<file path="src/rtl/sbl_map.svh">
// Purpose: constants of the 16-bit load sequencer
// Assumes: one clock edge per T state
// Notes: opcode values, pair codes, T-state counts
`ifndef SBL_MAP_SVH
`define SBL_MAP_SVH

// ----------------------------------------
// prefix and opcode bytes
// ----------------------------------------
`define SBL_PFX_IDX_X 8'hdd
`define SBL_PFX_IDX_Y 8'hfd
`define SBL_PFX_EXT 8'hed
`define SBL_OP_IMM_IDX 8'h21
`define SBL_OP_LOAD_PTR 8'h2a
`define SBL_OP_STORE_PTR 8'h22
`define SBL_EXT_LOAD_LO 4'hb
`define SBL_EXT_STORE_LO 4'h3
`define SBL_IMM_LO 4'h1

// ----------------------------------------
// register file indices
// ----------------------------------------
`define SBL_IDX_FIRST 3'h0
`define SBL_IDX_SECOND 3'h1
`define SBL_IDX_PTR 3'h2
`define SBL_IDX_STACK 3'h3
`define SBL_IDX_X 3'h4
`define SBL_IDX_Y 3'h5
`define SBL_NUM_REGS 6

// ----------------------------------------
// T states per machine cycle and per instruction
// ----------------------------------------
`define SBL_T_FETCH 3'h4
`define SBL_T_MEM 3'h3
`define SBL_LEN_IMM 8'h0a
`define SBL_LEN_IDX_IMM 8'h0e
`define SBL_LEN_PTR_MEM 8'h10
`define SBL_LEN_PFX_MEM 8'h14

// ----------------------------------------
// reset values
// ----------------------------------------
`define SBL_PC_RST 16'h0000
`define SBL_REG_RST 16'h0000

`endif

</file>
<file path="src/rtl/sbl_pkg.sv">
// Purpose: types of the 16-bit load sequencer
// Assumes: constants come from sbl_map.svh
// Notes: none
package sbl_pkg;

  typedef enum logic [2:0] {
    S_FETCH, S_OPND_LO, S_OPND_HI, S_DATA_LO, S_DATA_HI
  } sbl_state_t;

  typedef enum logic [1:0] {K_IMM, K_LOAD, K_STORE} sbl_kind_t;

  typedef enum logic [1:0] {P_NONE, P_IDX_X, P_IDX_Y, P_EXT} sbl_pfx_t;

  typedef struct packed {
    logic [15:0] addr;
    logic [7:0] wdata;
    logic rd;
    logic wr;
    logic m1;
  } sbl_bus_t;

endpackage

</file>
<file path="src/rtl/sbl_regs.sv">
// Purpose: pair and index register storage
// Assumes: one write port, two registered read ports
// Notes: read data appear one edge after the select
`timescale 1ns/1ns
`include "sbl_map.svh"
module sbl_regs (
  input wire logic clk,
  input wire logic rstn,
  input wire logic we,
  input wire logic [2:0] wsel,
  input wire logic [15:0] wdata,
  input wire logic [2:0] rsel,
  input wire logic [2:0] dsel,
  output logic [15:0] rdata_r,
  output logic [15:0] ddata_r
);
  logic [15:0] mem_r [`SBL_NUM_REGS];

  always_ff @(posedge clk or negedge rstn) begin
    if (!rstn) begin
      for (int i = 0; i < `SBL_NUM_REGS; i++) begin
        mem_r[i] <= `SBL_REG_RST;
      end
    end else if (we && wsel < 3'(`SBL_NUM_REGS)) begin
      mem_r[wsel] <= wdata;
    end
  end

  always_ff @(posedge clk or negedge rstn) begin
    if (!rstn) begin
      rdata_r <= `SBL_REG_RST;
      ddata_r <= `SBL_REG_RST;
    end else begin
      rdata_r <= (rsel < 3'(`SBL_NUM_REGS)) ? mem_r[rsel] : `SBL_REG_RST;
      ddata_r <= (dsel < 3'(`SBL_NUM_REGS)) ? mem_r[dsel] : `SBL_REG_RST;
    end
  end
endmodule

</file>
<file path="src/rtl/sbl_exec.sv">
// Purpose: decode and bus sequencing of the 16-bit load group
// Assumes: one clock edge per T state; memory answers on the same clock
// Notes: read data are sampled in the last T state of each cycle
`timescale 1ns/1ns
`include "sbl_map.svh"
module sbl_exec (
  input wire logic clk,
  input wire logic rstn,
  input wire logic [7:0] mem_rdata,
  input wire logic [2:0] dbg_sel,
  output sbl_pkg::sbl_bus_t mem_bus,
  output logic [15:0] dbg_data,
  output logic done,
  output logic bad_op,
  output logic flag_we
);
  function automatic logic [15:0] inc16(input logic [15:0] v);
    inc16 = v + 16'h0001;
  endfunction

  sbl_pkg::sbl_state_t st_r, st_nxt;
  sbl_pkg::sbl_kind_t kind_r, dec_kind;
  sbl_pkg::sbl_pfx_t pre_r, dec_pfx;
  sbl_pkg::sbl_bus_t bus_r, bus_nxt;
  logic [1:0] tcnt_r;
  logic [2:0] tgt_r, dec_tgt;
  logic [15:0] pc_r, waddr_r, rf_rdata, rf_wdata;
  logic [7:0] lo_r, dlo_r, op_r;
  logic last, fin, dec_ok, dec_is_pfx, rf_we, done_r, bad_r, flag_we_r;
  logic [7:0] cyc_r;

  assign mem_bus = bus_r;
  assign done = done_r;
  assign bad_op = bad_r;
  assign flag_we = flag_we_r;

  // ----------------------------------------
  // machine cycle timing
  // ----------------------------------------
  // fetch vs memory length
  always_comb begin
    if (st_r == sbl_pkg::S_FETCH) begin
      last = ({1'b0, tcnt_r} == `SBL_T_FETCH - 3'h1);
    end else begin
      last = ({1'b0, tcnt_r} == `SBL_T_MEM - 3'h1);
    end
  end

  assign fin = last && ((st_r == sbl_pkg::S_OPND_HI &&
    kind_r == sbl_pkg::K_IMM) || st_r == sbl_pkg::S_DATA_HI);

  always_ff @(posedge clk or negedge rstn) begin
    if (!rstn) begin
      tcnt_r <= 2'h0;
    end else begin
      tcnt_r <= last ? 2'h0 : tcnt_r + 2'h1;
    end
  end

  // ----------------------------------------
  // opcode decode
  // ----------------------------------------
  always_comb begin
    dec_ok = 1'b0;
    dec_is_pfx = 1'b0;
    dec_kind = sbl_pkg::K_IMM;
    dec_tgt = `SBL_IDX_PTR;
    dec_pfx = sbl_pkg::P_NONE;
    if (mem_rdata == `SBL_PFX_IDX_X) begin
      dec_is_pfx = 1'b1;
      dec_pfx = sbl_pkg::P_IDX_X;
    end else if (mem_rdata == `SBL_PFX_IDX_Y) begin
      dec_is_pfx = 1'b1;
      dec_pfx = sbl_pkg::P_IDX_Y;
    end else if (mem_rdata == `SBL_PFX_EXT && pre_r == sbl_pkg::P_NONE) begin
      dec_is_pfx = 1'b1;
      dec_pfx = sbl_pkg::P_EXT;
    end else begin
      case (pre_r)
        sbl_pkg::P_NONE: begin
          if (mem_rdata[7:6] == 2'h0 && mem_rdata[3:0] == `SBL_IMM_LO) begin
            dec_ok = 1'b1;
            dec_tgt = {1'b0, mem_rdata[5:4]};
          end else if (mem_rdata == `SBL_OP_LOAD_PTR) begin
            dec_ok = 1'b1;
            dec_kind = sbl_pkg::K_LOAD;
          end else if (mem_rdata == `SBL_OP_STORE_PTR) begin
            dec_ok = 1'b1;
            dec_kind = sbl_pkg::K_STORE;
          end
        end
        sbl_pkg::P_EXT: begin
          dec_tgt = {1'b0, mem_rdata[5:4]};
          if (mem_rdata[7:6] == 2'h1) begin
            if (mem_rdata[3:0] == `SBL_EXT_LOAD_LO) begin
              dec_ok = 1'b1;
              dec_kind = sbl_pkg::K_LOAD;
            end else if (mem_rdata[3:0] == `SBL_EXT_STORE_LO) begin
              dec_ok = 1'b1;
              dec_kind = sbl_pkg::K_STORE;
            end
          end
        end
        default: begin
          dec_tgt = (pre_r == sbl_pkg::P_IDX_X) ? `SBL_IDX_X : `SBL_IDX_Y;
          if (mem_rdata == `SBL_OP_IMM_IDX) begin
            dec_ok = 1'b1;
          end else if (mem_rdata == `SBL_OP_LOAD_PTR) begin
            dec_ok = 1'b1;
            dec_kind = sbl_pkg::K_LOAD;
          end else if (mem_rdata == `SBL_OP_STORE_PTR) begin
            dec_ok = 1'b1;
            dec_kind = sbl_pkg::K_STORE;
          end
        end
      endcase
    end
  end

  // ----------------------------------------
  // sequence state
  // ----------------------------------------
  always_comb begin
    st_nxt = st_r;
    if (last) begin
      case (st_r)
        sbl_pkg::S_FETCH:
          st_nxt = (dec_ok && !dec_is_pfx) ? sbl_pkg::S_OPND_LO
                                           : sbl_pkg::S_FETCH;
        sbl_pkg::S_OPND_LO: st_nxt = sbl_pkg::S_OPND_HI;
        sbl_pkg::S_OPND_HI:
          st_nxt = (kind_r == sbl_pkg::K_IMM) ? sbl_pkg::S_FETCH
                                              : sbl_pkg::S_DATA_LO;
        sbl_pkg::S_DATA_LO: st_nxt = sbl_pkg::S_DATA_HI;
        default: st_nxt = sbl_pkg::S_FETCH;
      endcase
    end
  end

  always_ff @(posedge clk or negedge rstn) begin
    if (!rstn) begin
      st_r <= sbl_pkg::S_FETCH;
    end else begin
      st_r <= st_nxt;
    end
  end

  always_ff @(posedge clk or negedge rstn) begin
    if (!rstn) begin
      pre_r <= sbl_pkg::P_NONE;
      kind_r <= sbl_pkg::K_IMM;
      tgt_r <= `SBL_IDX_PTR;
      op_r <= 8'h00;
    end else if (last && st_r == sbl_pkg::S_FETCH) begin
      // prefix stays until the instruction ends, for the checks below
      pre_r <= dec_is_pfx ? dec_pfx : (dec_ok ? pre_r : sbl_pkg::P_NONE);
      if (dec_ok) begin
        kind_r <= dec_kind;
        tgt_r <= dec_tgt;
        op_r <= mem_rdata;
      end
    end else if (fin) begin
      pre_r <= sbl_pkg::P_NONE;
    end
  end

  // ----------------------------------------
  // operands and data bytes
  // ----------------------------------------
  always_ff @(posedge clk or negedge rstn) begin
    if (!rstn) begin
      lo_r <= 8'h00;
      dlo_r <= 8'h00;
      waddr_r <= 16'h0000;
    end else if (last) begin
      if (st_r == sbl_pkg::S_OPND_LO) begin
        lo_r <= mem_rdata;
      end
      if (st_r == sbl_pkg::S_OPND_HI) begin
        waddr_r <= {mem_rdata, lo_r};
      end
      if (st_r == sbl_pkg::S_DATA_LO) begin
        dlo_r <= mem_rdata;
      end
    end
  end

  always_ff @(posedge clk or negedge rstn) begin
    if (!rstn) begin
      pc_r <= `SBL_PC_RST;
    end else if (last && (st_r == sbl_pkg::S_FETCH ||
                          st_r == sbl_pkg::S_OPND_LO ||
                          st_r == sbl_pkg::S_OPND_HI)) begin
      pc_r <= inc16(pc_r);
    end
  end

  // ----------------------------------------
  // register file write back
  // ----------------------------------------
  assign rf_we = fin && kind_r != sbl_pkg::K_STORE;
  assign rf_wdata = (st_r == sbl_pkg::S_OPND_HI) ? {mem_rdata, lo_r}
                                                 : {mem_rdata, dlo_r};

  sbl_regs u_regs (
    .clk(clk),
    .rstn(rstn),
    .we(rf_we),
    .wsel(tgt_r),
    .wdata(rf_wdata),
    .rsel(tgt_r),
    .dsel(dbg_sel),
    .rdata_r(rf_rdata),
    .ddata_r(dbg_data)
  );

  // ----------------------------------------
  // memory bus
  // ----------------------------------------
  always_comb begin
    bus_nxt = bus_r;
    if (last) begin
      bus_nxt.m1 = (st_nxt == sbl_pkg::S_FETCH);
      bus_nxt.wr = (kind_r == sbl_pkg::K_STORE) &&
                   (st_nxt == sbl_pkg::S_DATA_LO ||
                    st_nxt == sbl_pkg::S_DATA_HI);
      bus_nxt.rd = !bus_nxt.wr;
      bus_nxt.wdata = 8'h00;
      case (st_nxt)
        sbl_pkg::S_DATA_LO: begin
          bus_nxt.addr = {mem_rdata, lo_r};
          if (bus_nxt.wr) begin
            bus_nxt.wdata = rf_rdata[7:0];
          end
        end
        sbl_pkg::S_DATA_HI: begin
          bus_nxt.addr = inc16(waddr_r);
          if (bus_nxt.wr) begin
            bus_nxt.wdata = rf_rdata[15:8];
          end
        end
        // pc is not stepped at the end of a data cycle
        default: bus_nxt.addr = (st_r == sbl_pkg::S_DATA_HI) ? pc_r
                                                             : inc16(pc_r);
      endcase
    end
  end

  always_ff @(posedge clk or negedge rstn) begin
    if (!rstn) begin
      bus_r <= '{addr: `SBL_PC_RST, wdata: 8'h00, rd: 1'b1, wr: 1'b0,
                 m1: 1'b1};
    end else begin
      bus_r <= bus_nxt;
    end
  end

  // ----------------------------------------
  // status pulses
  // ----------------------------------------
  always_ff @(posedge clk or negedge rstn) begin
    if (!rstn) begin
      done_r <= 1'b0;
      bad_r <= 1'b0;
      flag_we_r <= 1'b0;
      cyc_r <= 8'h00;
    end else begin
      done_r <= fin;
      bad_r <= last && st_r == sbl_pkg::S_FETCH && !dec_ok && !dec_is_pfx;
      flag_we_r <= 1'b0;
      if (fin || (last && st_r == sbl_pkg::S_FETCH && !dec_ok &&
          !dec_is_pfx)) begin
        cyc_r <= 8'h00;
      end else if (last && st_r == sbl_pkg::S_FETCH && dec_is_pfx &&
                   pre_r != sbl_pkg::P_NONE) begin
        // replaced prefix: count from the prefix that wins
        cyc_r <= 8'(`SBL_T_FETCH);
      end else begin
        cyc_r <= cyc_r + 8'h01;
      end
    end
  end

  // ----------------------------------------
  // checks
  // ----------------------------------------
  a_imm_pair_len: assert property (@(posedge clk) disable iff (!rstn)
    fin && kind_r == sbl_pkg::K_IMM && pre_r == sbl_pkg::P_NONE
    |-> cyc_r == `SBL_LEN_IMM - 8'h01)
    else $error("pair immediate load length wrong");
  a_imm_x_len: assert property (@(posedge clk) disable iff (!rstn)
    fin && kind_r == sbl_pkg::K_IMM && pre_r == sbl_pkg::P_IDX_X
    |-> cyc_r == `SBL_LEN_IDX_IMM - 8'h01 && tgt_r == `SBL_IDX_X)
    else $error("index x immediate load wrong");
  a_imm_y_len: assert property (@(posedge clk) disable iff (!rstn)
    fin && kind_r == sbl_pkg::K_IMM && pre_r == sbl_pkg::P_IDX_Y
    |-> cyc_r == `SBL_LEN_IDX_IMM - 8'h01 && tgt_r == `SBL_IDX_Y)
    else $error("index y immediate load wrong");
  a_ptr_mem_len: assert property (@(posedge clk) disable iff (!rstn)
    fin && kind_r != sbl_pkg::K_IMM && pre_r == sbl_pkg::P_NONE
    |-> cyc_r == `SBL_LEN_PTR_MEM - 8'h01 && tgt_r == `SBL_IDX_PTR)
    else $error("pointer pair memory access length wrong");
  a_pfx_mem_len: assert property (@(posedge clk) disable iff (!rstn)
    fin && kind_r != sbl_pkg::K_IMM && pre_r != sbl_pkg::P_NONE
    |-> cyc_r == `SBL_LEN_PFX_MEM - 8'h01)
    else $error("prefixed memory access length wrong");
  a_pair_select: assert property (@(posedge clk) disable iff (!rstn)
    fin && pre_r != sbl_pkg::P_IDX_X && pre_r != sbl_pkg::P_IDX_Y
    && op_r != `SBL_OP_LOAD_PTR && op_r != `SBL_OP_STORE_PTR
    |-> tgt_r == {1'b0, op_r[5:4]})
    else $error("pair select decode wrong");
  a_addr_order: assert property (@(posedge clk) disable iff (!rstn)
    st_r == sbl_pkg::S_DATA_LO && tcnt_r == 2'h0
    |-> bus_r.addr == waddr_r && bus_r.addr[7:0] == lo_r)
    else $error("address byte order wrong");
  a_addr_wrap: assert property (@(posedge clk) disable iff (!rstn)
    st_r == sbl_pkg::S_DATA_LO && last
    |=> bus_r.addr == $past(bus_r.addr) + 16'h0001)
    else $error("second address not nn+1");
  a_store_bytes: assert property (@(posedge clk) disable iff (!rstn)
    st_r == sbl_pkg::S_DATA_LO && kind_r == sbl_pkg::K_STORE && last
    |-> bus_r.wr && bus_r.wdata == rf_rdata[7:0]
    ##1 bus_r.wr && bus_r.wdata == rf_rdata[15:8])
    else $error("store byte order wrong");
  a_fetch_len: assert property (@(posedge clk) disable iff (!rstn)
    st_r == sbl_pkg::S_FETCH && tcnt_r == 2'h0
    |-> (bus_r.m1 && bus_r.rd)[*4] ##1 tcnt_r == 2'h0)
    else $error("fetch cycle not four T states");
  a_flags_kept: assert property (@(posedge clk) disable iff (!rstn)
    done_r |-> !flag_we_r && !$past(flag_we_r))
    else $error("flags written by a load");
endmodule

</file>
<file path="config.mk">
export PLATFORM = sky130hd
export DESIGN_NAME = sbl_exec
export DESIGN_NICKNAME = d
export VERILOG_FILES = /design/src/rtl/sbl_pkg.sv /design/src/rtl/sbl_regs.sv /design/src/rtl/sbl_exec.sv
export VERILOG_INCLUDE_DIRS = /design/src /design/src/rtl
export SDC_FILE = /design/constraint.sdc
export NUM_CORES = 1
export LEC_CHECK = 0
export ABC_AREA = 0
export BUFFER_PORTS_ARGS = -buffer_cell sky130_fd_sc_hd__buf_4
export CAP_MARGIN = 10
export CORE_MARGIN = 2
export CORE_UTILIZATION = 32
export CTS_BUF_LIST = sky130_fd_sc_hd__clkbuf_8
export DETAILED_ROUTE_END_ITERATION = 7
export PLACE_DENSITY_LB_ADDON = 0.12
export RECOVER_POWER = 25
export SLEW_MARGIN = 30
export SYNTH_ARGS = -nofsm -noshare
export SYNTH_HDL_FRONTEND = slang
export SYNTH_SLANG_ARGS = --single-unit
</file>
<file path="constraint.sdc">
create_clock -name clk -period 3.4 [get_ports clk]
set_input_delay 0.34 -clock clk [delete_from_list [all_inputs] [get_ports clk]]
set_output_delay 0.34 -clock clk [all_outputs]
set_load 0.02 [all_outputs]
</file>
==> metrics.txt, run 1 <==
Inserted Clock Buffers 42; CP peak stage delay about 710 ps; DIE WIDTH 185 um; Critical Path Start Type register; FF+latch count, synth 217; Hold/Removal Path Class in2reg; Setup WS post-layout 746 ps; PD cells 664 nW/um^2; critical path cell sequence or4_4, and4_4, o21ai_4, mux2_2; ys flop type dfrtp_1; H-tree depth 2; max-slew violations 0; status complete, no violations; EDFF count, synth 0; clock skew 33.7 ps; vias in the first global route 7912; Rel. slew slack 12.3%; Initial DRT Pass Iterations 6; drt drc 0; Slew @ Worst Pin 1310 ps; clk_lat worst skew 560 ps; IO Pins slightly below 60; worst hold path startpoint mem_rdata[3]; Post-synth ARST share 100%; Die Area between 30000 and 40000 sq um; Post-Syn Area between 10000 and 15000 sq um; # fillers approximately 3300; Leak roughly 0.0055 uW; crit end category register; vias per cell 5.13; Final Wtd Congestion about 0.76; Final min period 2650 ps; Starting Density 32.4%; Final setup viols 0; Reg clk slew, reported paths 60 ps; share of post-route cells with drive strength above 1 23.5%; top cells by area, synth dfrtp_1, mux2_2, nand2_1; ANT cells 0; post-route ant nets 0; WP data required ~3800 ps; Die H 185 um; Seq/Total Area, Yosys 51.9%; post-synth net total 968; worst r2r src st_r[0]; # resized after CTS 0; CP top delay family simple AND/OR/NAND/NOR gates; VDD IR max 0.312 mV; WL final ~30000 um; wire per inst 20.6 um; setup TNS 0 ps; PortBufs 57; YS warnings 0; Area Overhead vs Synth 15.6%; Max Clk Rate 377 MHz; pre-CTS setup slack 757 ps; row count between 60 and 70; Crit Path Max Fanout 26; Crit Path Class reg2reg; DR vias 7554; CTS Root Cell clkbuf_8; RSZ-0062 raised after global routing false; first-pass GRT wire length 48300 um; 1st-iter DRT viols 441; most frequent cells in the layout dfrtp_1, nand2_1, buf_4, a22oi_1, clkbuf_8; post-CTS setup buffers 0; CP Buf/Inv Count 0; commonest non-fill, non-tap cell in the layout dfrtp_1; Synth cell types 67; Clock Sinks 217; largest net degree at the start of global routing 93; CP startpoint st_r[0]; syn avg cell area 11.0 sq um; post-DP HPWL slightly below 20000 um; maxcap violations 0; TritonCTS clock tree yes; slowest library cell on the worst path o21ai_4; Synth top area share 51.1%; maximum clock insertion buffer count 3; Nets 1023; gr usage total 18.7%; grt ovf 0; Core ar. around 32000 sq um; Worst EP arrival 3090 ps; Final Hold Vio Count 0; Mapped Cells 950; cell taking the most area after synthesis dfrtp_1; final period utilization 78.1%; initial antenna violation count 0
[cell usage after synthesis, drive strengths merged (3+ instances only)]
| cell type | count |
|---|---|
| a211o | 7 |
| a21oi | 8 |
| a222oi | 3 |
| a22oi | 59 |
| a31o | 3 |
| a31oi | 6 |
| and3 | 8 |
| and4 | 6 |
| buf | 28 |
| clkbuf | 37 |
| dfrtp | 214 |
| dfstp | 3 |
| ha | 5 |
| inv | 29 |
| mux2 | 59 |
| mux2i | 27 |
| mux4 | 16 |
| nand2 | 128 |
| nand2b | 3 |
| nand3 | 31 |
| nand4 | 11 |
| nor2 | 31 |
| nor2b | 9 |
| nor3 | 9 |
| nor3b | 4 |
| nor4 | 4 |
| nor4b | 3 |
| o21a | 4 |
| o21ai | 94 |
| o22ai | 21 |
| o31ai | 4 |
| or3 | 4 |
| or4 | 3 |
| xnor2 | 17 |
| xor2 | 25 |
[registers in the layout, summed over array words and instances, names as in the netlist]
name	count
mem_bus	27
pre_r	2
st_r	3
u_regs.rdata_r	16
tgt_r	3
lo_r	8
waddr_r	16
dlo_r	8
u_regs.ddata_r	16
tcnt_r	2
pc_r	16
kind_r	2
done	1
u_regs.mem_r	96
bad_op	1
[stage by stage]
step	cell area, sq um	utilization (%)	std cells	power [uW]	hold slack [ps]
6_report	12100	37.4	1473	8040	47.3
5_1_grt	12100	37.4	1473	8560	25.7
4_1_cts	12100	37.4	1472	8160	19.4
3_5_place_dp	11300	35.0	1401	5670	424
3_3_place_gp	11300	34.9	1400	5660	421
2_1_floorplan	10500	-	950	4850	44.4
[worst paths after layout]
check / depth (start not counted) / slack, ps / to
max: 4 / 750 / u_regs.mem_r[45]
min: 2 / 50 / kind_r[1]
max reg2reg: 4 / 750 / u_regs.mem_r[45]
min reg2reg: 1 / 480 / pc_r[15]
max in group asynchronous: 3 / 2030 / u_regs.mem_r[92]
min in group asynchronous: 2 / 370 / u_regs.ddata_r[7]
[cell families after synthesis]
family / count (synthesis) / synth area share (%)
AO/OA/AOI/OAI: 223 / 14.6
other: 1 / 0.0358
XOR/XNOR: 42 / 3.51
multiplexers: 102 / 12.8
adder cells (fa/ha/maj): 5 / 0.597
buffers and inverters: 94 / 4.18
flip-flops: 217 / 51.9
AND/OR/NAND/NOR: 266 / 12.4
[routing by layer]
metal / share of wire [%] / wire (um) / GRT usage [%] / vias to the layer above
met5: 0 / 0 / 0 / -
met4: 2.8 / 844 / 6.16 / 0
met3: 3.7 / 1130 / 2.93 / 62
met2: 48 / 14400 / 30.9 / 165
met1: 46 / 13900 / 25.0 / 3768
li1: - / - / - / 3559
[power by group]
group	switching [uW]	internal (uW)	leakage, uW
Combinational	1130	832	0.00235
Sequential	510	3130	0.00269
Clock	1120	1320	0.000463
Total	2760	5280	0.00550
[repair_timing]
action / 4_1_cts / 5_1_grt
hold buffers: 1 / 0
setup endpoints to repair: 0 / 0
hold endpoints to repair: 88 / 0
[layout make-up]
class                           count  area [sq um]  area share (%)
Inverter                           29           109           0.899
Clock inverter                     20          86.3           0.713
Tap cell                          442           553            4.57
Multi-Input combinational cell    639          4630            38.2
Timing Repair Buffer               76           608            5.02
Clock buffer                       50           688            5.68
Sequential cell                   217          5430            44.9
No activity file was read; power rests on OpenSTA's default activity.
==> run 2, diff against run 1 <==
- clock period: 3.4 -> 2.7 ns (I/O delays scaled with it)
==> metrics.txt, run 2 (synthesized netlist as in run 1, its figures left out) <==
Initial DRT Pass Iterations 5 (-1); RSZ-0062 raised after global routing false; status finished with violations; Max Clk Rate 415 MHz (+10%); Final setup viols 0 (unchanged); first-pass GRT wire length 48100 um (-0.37%); critical path cell sequence or4_4, and4_4, o21ai_4, mux2_2; wire per inst 20.6 um (about the same); Worst EP arrival 2820 ps (-270 ps); H-tree depth 2 (unchanged); # fillers 3306 (+0.73%); maximum clock insertion buffer count 3 (unchanged); slowest library cell on the worst path or4_4; placed cell areas 11500 sq um (+1.4%); post-DP HPWL 20700 um (+3.8%); Final min period 2410 ps (-246 ps); share of post-route cells with drive strength above 1 25.3% (+1.8 points); commonest non-fill, non-tap cell in the layout dfrtp_1; Slew @ Worst Pin 2110 ps (+796 ps); violated checks max-capacitance violations, max-slew violations; Starting Density 32.4% (unchanged); max FFs per register 96 (unchanged); 1st-iter DRT viols 456 (+3.4%); TritonCTS clock tree yes; vias per cell 5.12 (about the same); IO Pins 59 (unchanged); max-slew violations 82 (+82); DR vias 7682 (+1.7%); worst r2r src tcnt_r[0]; PD cells 835 nW/um^2 (+26%); Largest Register u_regs.mem_r; grt ovf 0 (unchanged); Reg2Reg Depth 4 (unchanged); CP Buf/Inv Count 0 (unchanged); vias in the first global route 7827 (-1.1%); maxcap violations 1 (+1); CTS Root Cell clkbuf_8; Inserted Clock Buffers 41 (-2.4%); Area Overhead vs Synth 17.7%; clock skew 21.3 ps (-12.4 ps); worst hold path startpoint mem_rdata[4]; Die H 185 um (unchanged); Final Wtd Congestion 0.786 (+3.3%); final period utilization 89.2% (+11 points); Leak 0.00563 uW (+2.4%); PortBufs 57 (unchanged); most frequent cells in the layout dfrtp_1, nand2_1, buf_4, a22oi_1, clkbuf_8; Final Hold Vio Count 0 (unchanged); sequential share of power 44.5% (-0.7 points); largest net degree at the start of global routing 84 (-9.7%); cell depth of the worst setup path 4 (unchanged); CP startpoint tcnt_r[0]; crit end category register; initial antenna violation count 0 (unchanged); drt drc 0 (unchanged); post-route ant nets 0 (unchanged); Die Area 34200 sq um (unchanged); WL final 30900 um (+1.8%); row count 66 (unchanged); Reg clk slew, reported paths 60 ps (about the same); hold depth 3 (+1); Crit Path Max Fanout 17 (-35%); CP peak stage delay 580 ps (-130 ps); VDD IR max 0.381 mV (+22%); setup TNS 0 ps (unchanged); P_sw 3470 uW (+26%); DIE WIDTH 185 um (unchanged); Crit Path Class reg2reg; Hold/Removal Path Class in2reg; Rel. slew slack -40.7% (-53 points); Critical Path Start Type register; Core ar. 32400 sq um (unchanged); design area 12300 sq um (+1.8%); switching part of the total 33.7% (-0.64 points); internal power 6830 uW (+29%); Nets 1044 (+2.1%); WP data required 3120 ps (-710 ps); CP top delay family simple AND/OR/NAND/NOR gates; Comb power frac 24.5% (about the same); clock network fraction of total power 31.0% (+0.6 points); clk_lat worst skew 540 ps (-20 ps); gr usage total 18.6% (-0.048 points); Clock Sinks 217 (unchanged)
## run 2: per-stage QoR
step / instances / worst slack, ps / hold WS (ps) / util (%) / total power [uW]
after global routing: 1498 / 166 / 61.4 / 38.1 / 10900
after floorplan: 950 / 569 / -25.6 / - / 6100
after CTS: 1497 / 153 / 21.4 / 38.1 / 10500
final: 1499 / 292 / 62.0 / 38.1 / 10300
after global placement: 1422 / 235 / 329 / 35.5 / 7180
after detailed placement: 1422 / 139 / 333 / 35.5 / 7210
## run 2: area by class of cell
type	count	area [sq um]	share of cell area [%]
flip-flops and latches	217	5430	44.1
inverters	29	109	0.883
repair buffers	98	773	6.27
multi-input cells	639	4630	37.5
clock buffers	55	757	6.14
diodes	1	2.50	0.0203
clock inverters	18	73.8	0.599
well taps	442	553	4.49
## run 2: final timing paths
kind | endpoint | slack (ps)
min in group asynchronous | u_regs.ddata_r[7] | 900
hold reg to reg | mem_bus[1] | 480
max in group asynchronous | pc_r[8] | 540
setup reg to reg | u_regs.mem_r[40] | 290
setup / recovery | u_regs.mem_r[40] | 290
hold / removal | mem_bus[23] | 60
## run 2: repair_timing
item	CTS	global route
setup buffers	0	1
hold buffers	2	0
hold endpoints to repair	77	0
resized for setup	0	0
endpoints found under the setup margin	0	2
## run 2: routing by layer
layer,global-route usage (%),wire [um],up-vias
met5,0,0,-
met4,5.75,721,0
met3,3.30,1450,52
met2,29.7,14400,199
met1,25.8,14400,3848
li1,-,-,3583
## run 2: worst min-delay path: cells and delay by family
kind            cells  cell delay, ps
compound gates      2             150
buf+inv             1             130
## run 2: power groups by stage
stage / clock [uW] / combinational [uW] / sequential, uW
2_1_floorplan: 0 / 1620 / 4480
3_3_place_gp: 0 / 2560 / 4610
3_5_place_dp: 0 / 2580 / 4630
4_1_cts: 3310 / 2580 / 4580
5_1_grt: 3460 / 2790 / 4680
6_report: 3190 / 2520 / 4580
==> run 3, diff against run 2 <==
- RECOVER_POWER: 25 -> 100
==> metrics.txt, run 3 (synthesized netlist as in run 1, its figures left out) <==
status finished with violations; violated checks max-capacitance violations, max-slew violations; # fillers 3369 (+1.9%); Reg clk slew, reported paths 60 ps (about the same); wire per inst 20.6 um (-0.16%); Slew @ Worst Pin 2110 ps (+2.49 ps); Initial DRT Pass Iterations 5 (unchanged); Max Clk Rate 395 MHz (-4.8%); Final min period 2530 ps (+122 ps); max FFs per register 96 (unchanged); WP data required 3130 ps (about the same); clk_lat worst skew 540 ps (about the same); commonest non-fill, non-tap cell in the layout dfrtp_1; IO Pins 59 (unchanged); DIE WIDTH 185 um (unchanged); critical path cell sequence nor3b_1, clkbuf_1, a22oi_1, nand3_1; max-slew violations 82 (unchanged); Critical Path Start Type register; Final Wtd Congestion 0.786 (unchanged); Area Overhead vs Synth 14.9%; first-pass GRT wire length 48100 um (unchanged); largest net degree at the start of global routing 84 (unchanged); Clock Sinks 217 (unchanged); most frequent cells in the layout dfrtp_1, nand2_1, o21ai_0, a22oi_1, clkbuf_8; grt ovf 0 (unchanged); Largest Register u_regs.mem_r; WL met2 14400 um (about the same); RSZ-0062 raised after global routing false; setup TNS 0 ps (unchanged); gr usage total 18.6% (unchanged); Worst EP arrival 2960 ps (+140 ps); Hold/Removal Path Class in2reg; area of the multi-input gates 4540 sq um (-1.8%); H-tree depth 2 (unchanged); maximum clock insertion buffer count 3 (unchanged); final period utilization 93.7% (+4.5 points); clock skew 23.8 ps (+2.53 ps); Die H 185 um (unchanged); VDD IR max 0.349 mV (-8.3%); storage element area 5430 sq um (unchanged); TritonCTS clock tree yes; Inserted Clock Buffers 41 (unchanged); # resized after CTS 0 (unchanged); Starting Density 32.4% (unchanged); post-DP HPWL 20700 um (unchanged); WL final 30900 um (about the same); drt drc 0 (unchanged); highest metal used met4; Core ar. 32400 sq um (unchanged); post-route ant nets 0 (unchanged); PortBufs 57 (unchanged); slowest library cell on the worst path clkbuf_1; Non-Filler Instances 1500 (+0.067%); maxcap violations 1 (unchanged); initial antenna violation count 0 (unchanged); met1 wire length 14200 um (-1.1%); crit end category register; Die Area 34200 sq um (unchanged); DR vias 7706 (+0.31%); vias per cell 5.14 (+0.25%); row count 66 (unchanged); Tot Pwr 10200 uW (-1.3%); Leak 0.00532 uW (-5.6%); metal3 WL 1540 um (+6.6%); Final setup viols 0 (unchanged); Crit Path Class reg2reg; CP peak stage delay 950 ps (+370 ps); vias in the first global route 7827 (unchanged); Final Hold Vio Count 0 (unchanged); PD cells 844 nW/um^2 (+1.1%); Crit Path Max Fanout 16 (-1); CTS Root Cell clkbuf_8; Nets 1044 (unchanged); Rel. slew slack -40.9% (-0.17 points); Post-Place Cells 1422 (unchanged); 1st-iter DRT viols 516 (+13%); share of post-route cells with drive strength above 1 18.0% (-7.3 points)
run 3: cell count changes in the layout (fill, tap and decap cells not counted), moves of 6 or more:
cell,change
buf_4,-59
clkbuf_1,+53
clkbuf_2,+6
mux2_1,+12
mux2_4,-12
o21ai_0,+45
o21ai_1,-38
o21ai_2,-7
run 3: worst paths after layout:
check / start / depth (start not counted) / endpoint / slack, ps
worst max-delay path: tgt_r[1] / 4 / u_regs.rdata_r[2] / 170
worst min-delay path: mem_rdata[4] / 3 / mem_bus[23] / 60
worst max register to register: tgt_r[1] / 4 / u_regs.rdata_r[2] / 170
worst min register to register: mem_bus[1] / 2 / mem_bus[1] / 470
max in group asynchronous: rstn / 3 / u_regs.mem_r[11] / 490
min in group asynchronous: rstn / 2 / u_regs.ddata_r[7] / 900
run 3: critical path: cells and delay by family (launching register included):
kind                   cells  cell delay, ps
buffers and inverters      1             950
DFF                        1             680
and+or+nand+nor            2             580
AOI/OAI and AO/OA          1             220
run 3: metal layers:
metal  track usage (%)  vias up
li1                  -     3590
met1              25.8     3843
met2              29.7      219
met3              3.30       54
met4              5.75        0
met5                 0        -
run 3: area by class of cell:
cell class                 instances  share of cell area, %
antenna                            2                 0.0416
clock buffer                      55                   6.29
clock inverter                    18                  0.613
inverter                          29                  0.904
multi-input combinational        639                   37.8
sequential                       217                   45.2
tap                              442                   4.60
timing repair buffer              98                   4.65
run 3: power breakdown:
| group | internal, uW | switching (uW) | total [uW] |
|---|---|---|---|
| combinational | 980 | 1420 | 2400 |
| clock | 1810 | 1390 | 3190 |
| sequential | 3930 | 639 | 4570 |
run 3: through the flow:
stage / setup slack (ps) / area (sq um) / hold slack [ps] / utilization, %
final: 170 / 12000 / 55.3 / 37.2
after global routing: 96.5 / 12000 / 61.4 / 37.2
after CTS: 153 / 12300 / 21.4 / 38.1
after detailed placement: 139 / 11500 / 333 / 35.5
after global placement: 235 / 11500 / 329 / 35.5
after floorplan: 569 / 10500 / -25.6 / -
run 3: repair_timing:
action / 4_1_cts / 5_1_grt
hold buffers: 2 / 0
endpoints found under the setup margin: 0 / 2
hold endpoints to repair: 77 / 0
buffers inserted: 0 / 1
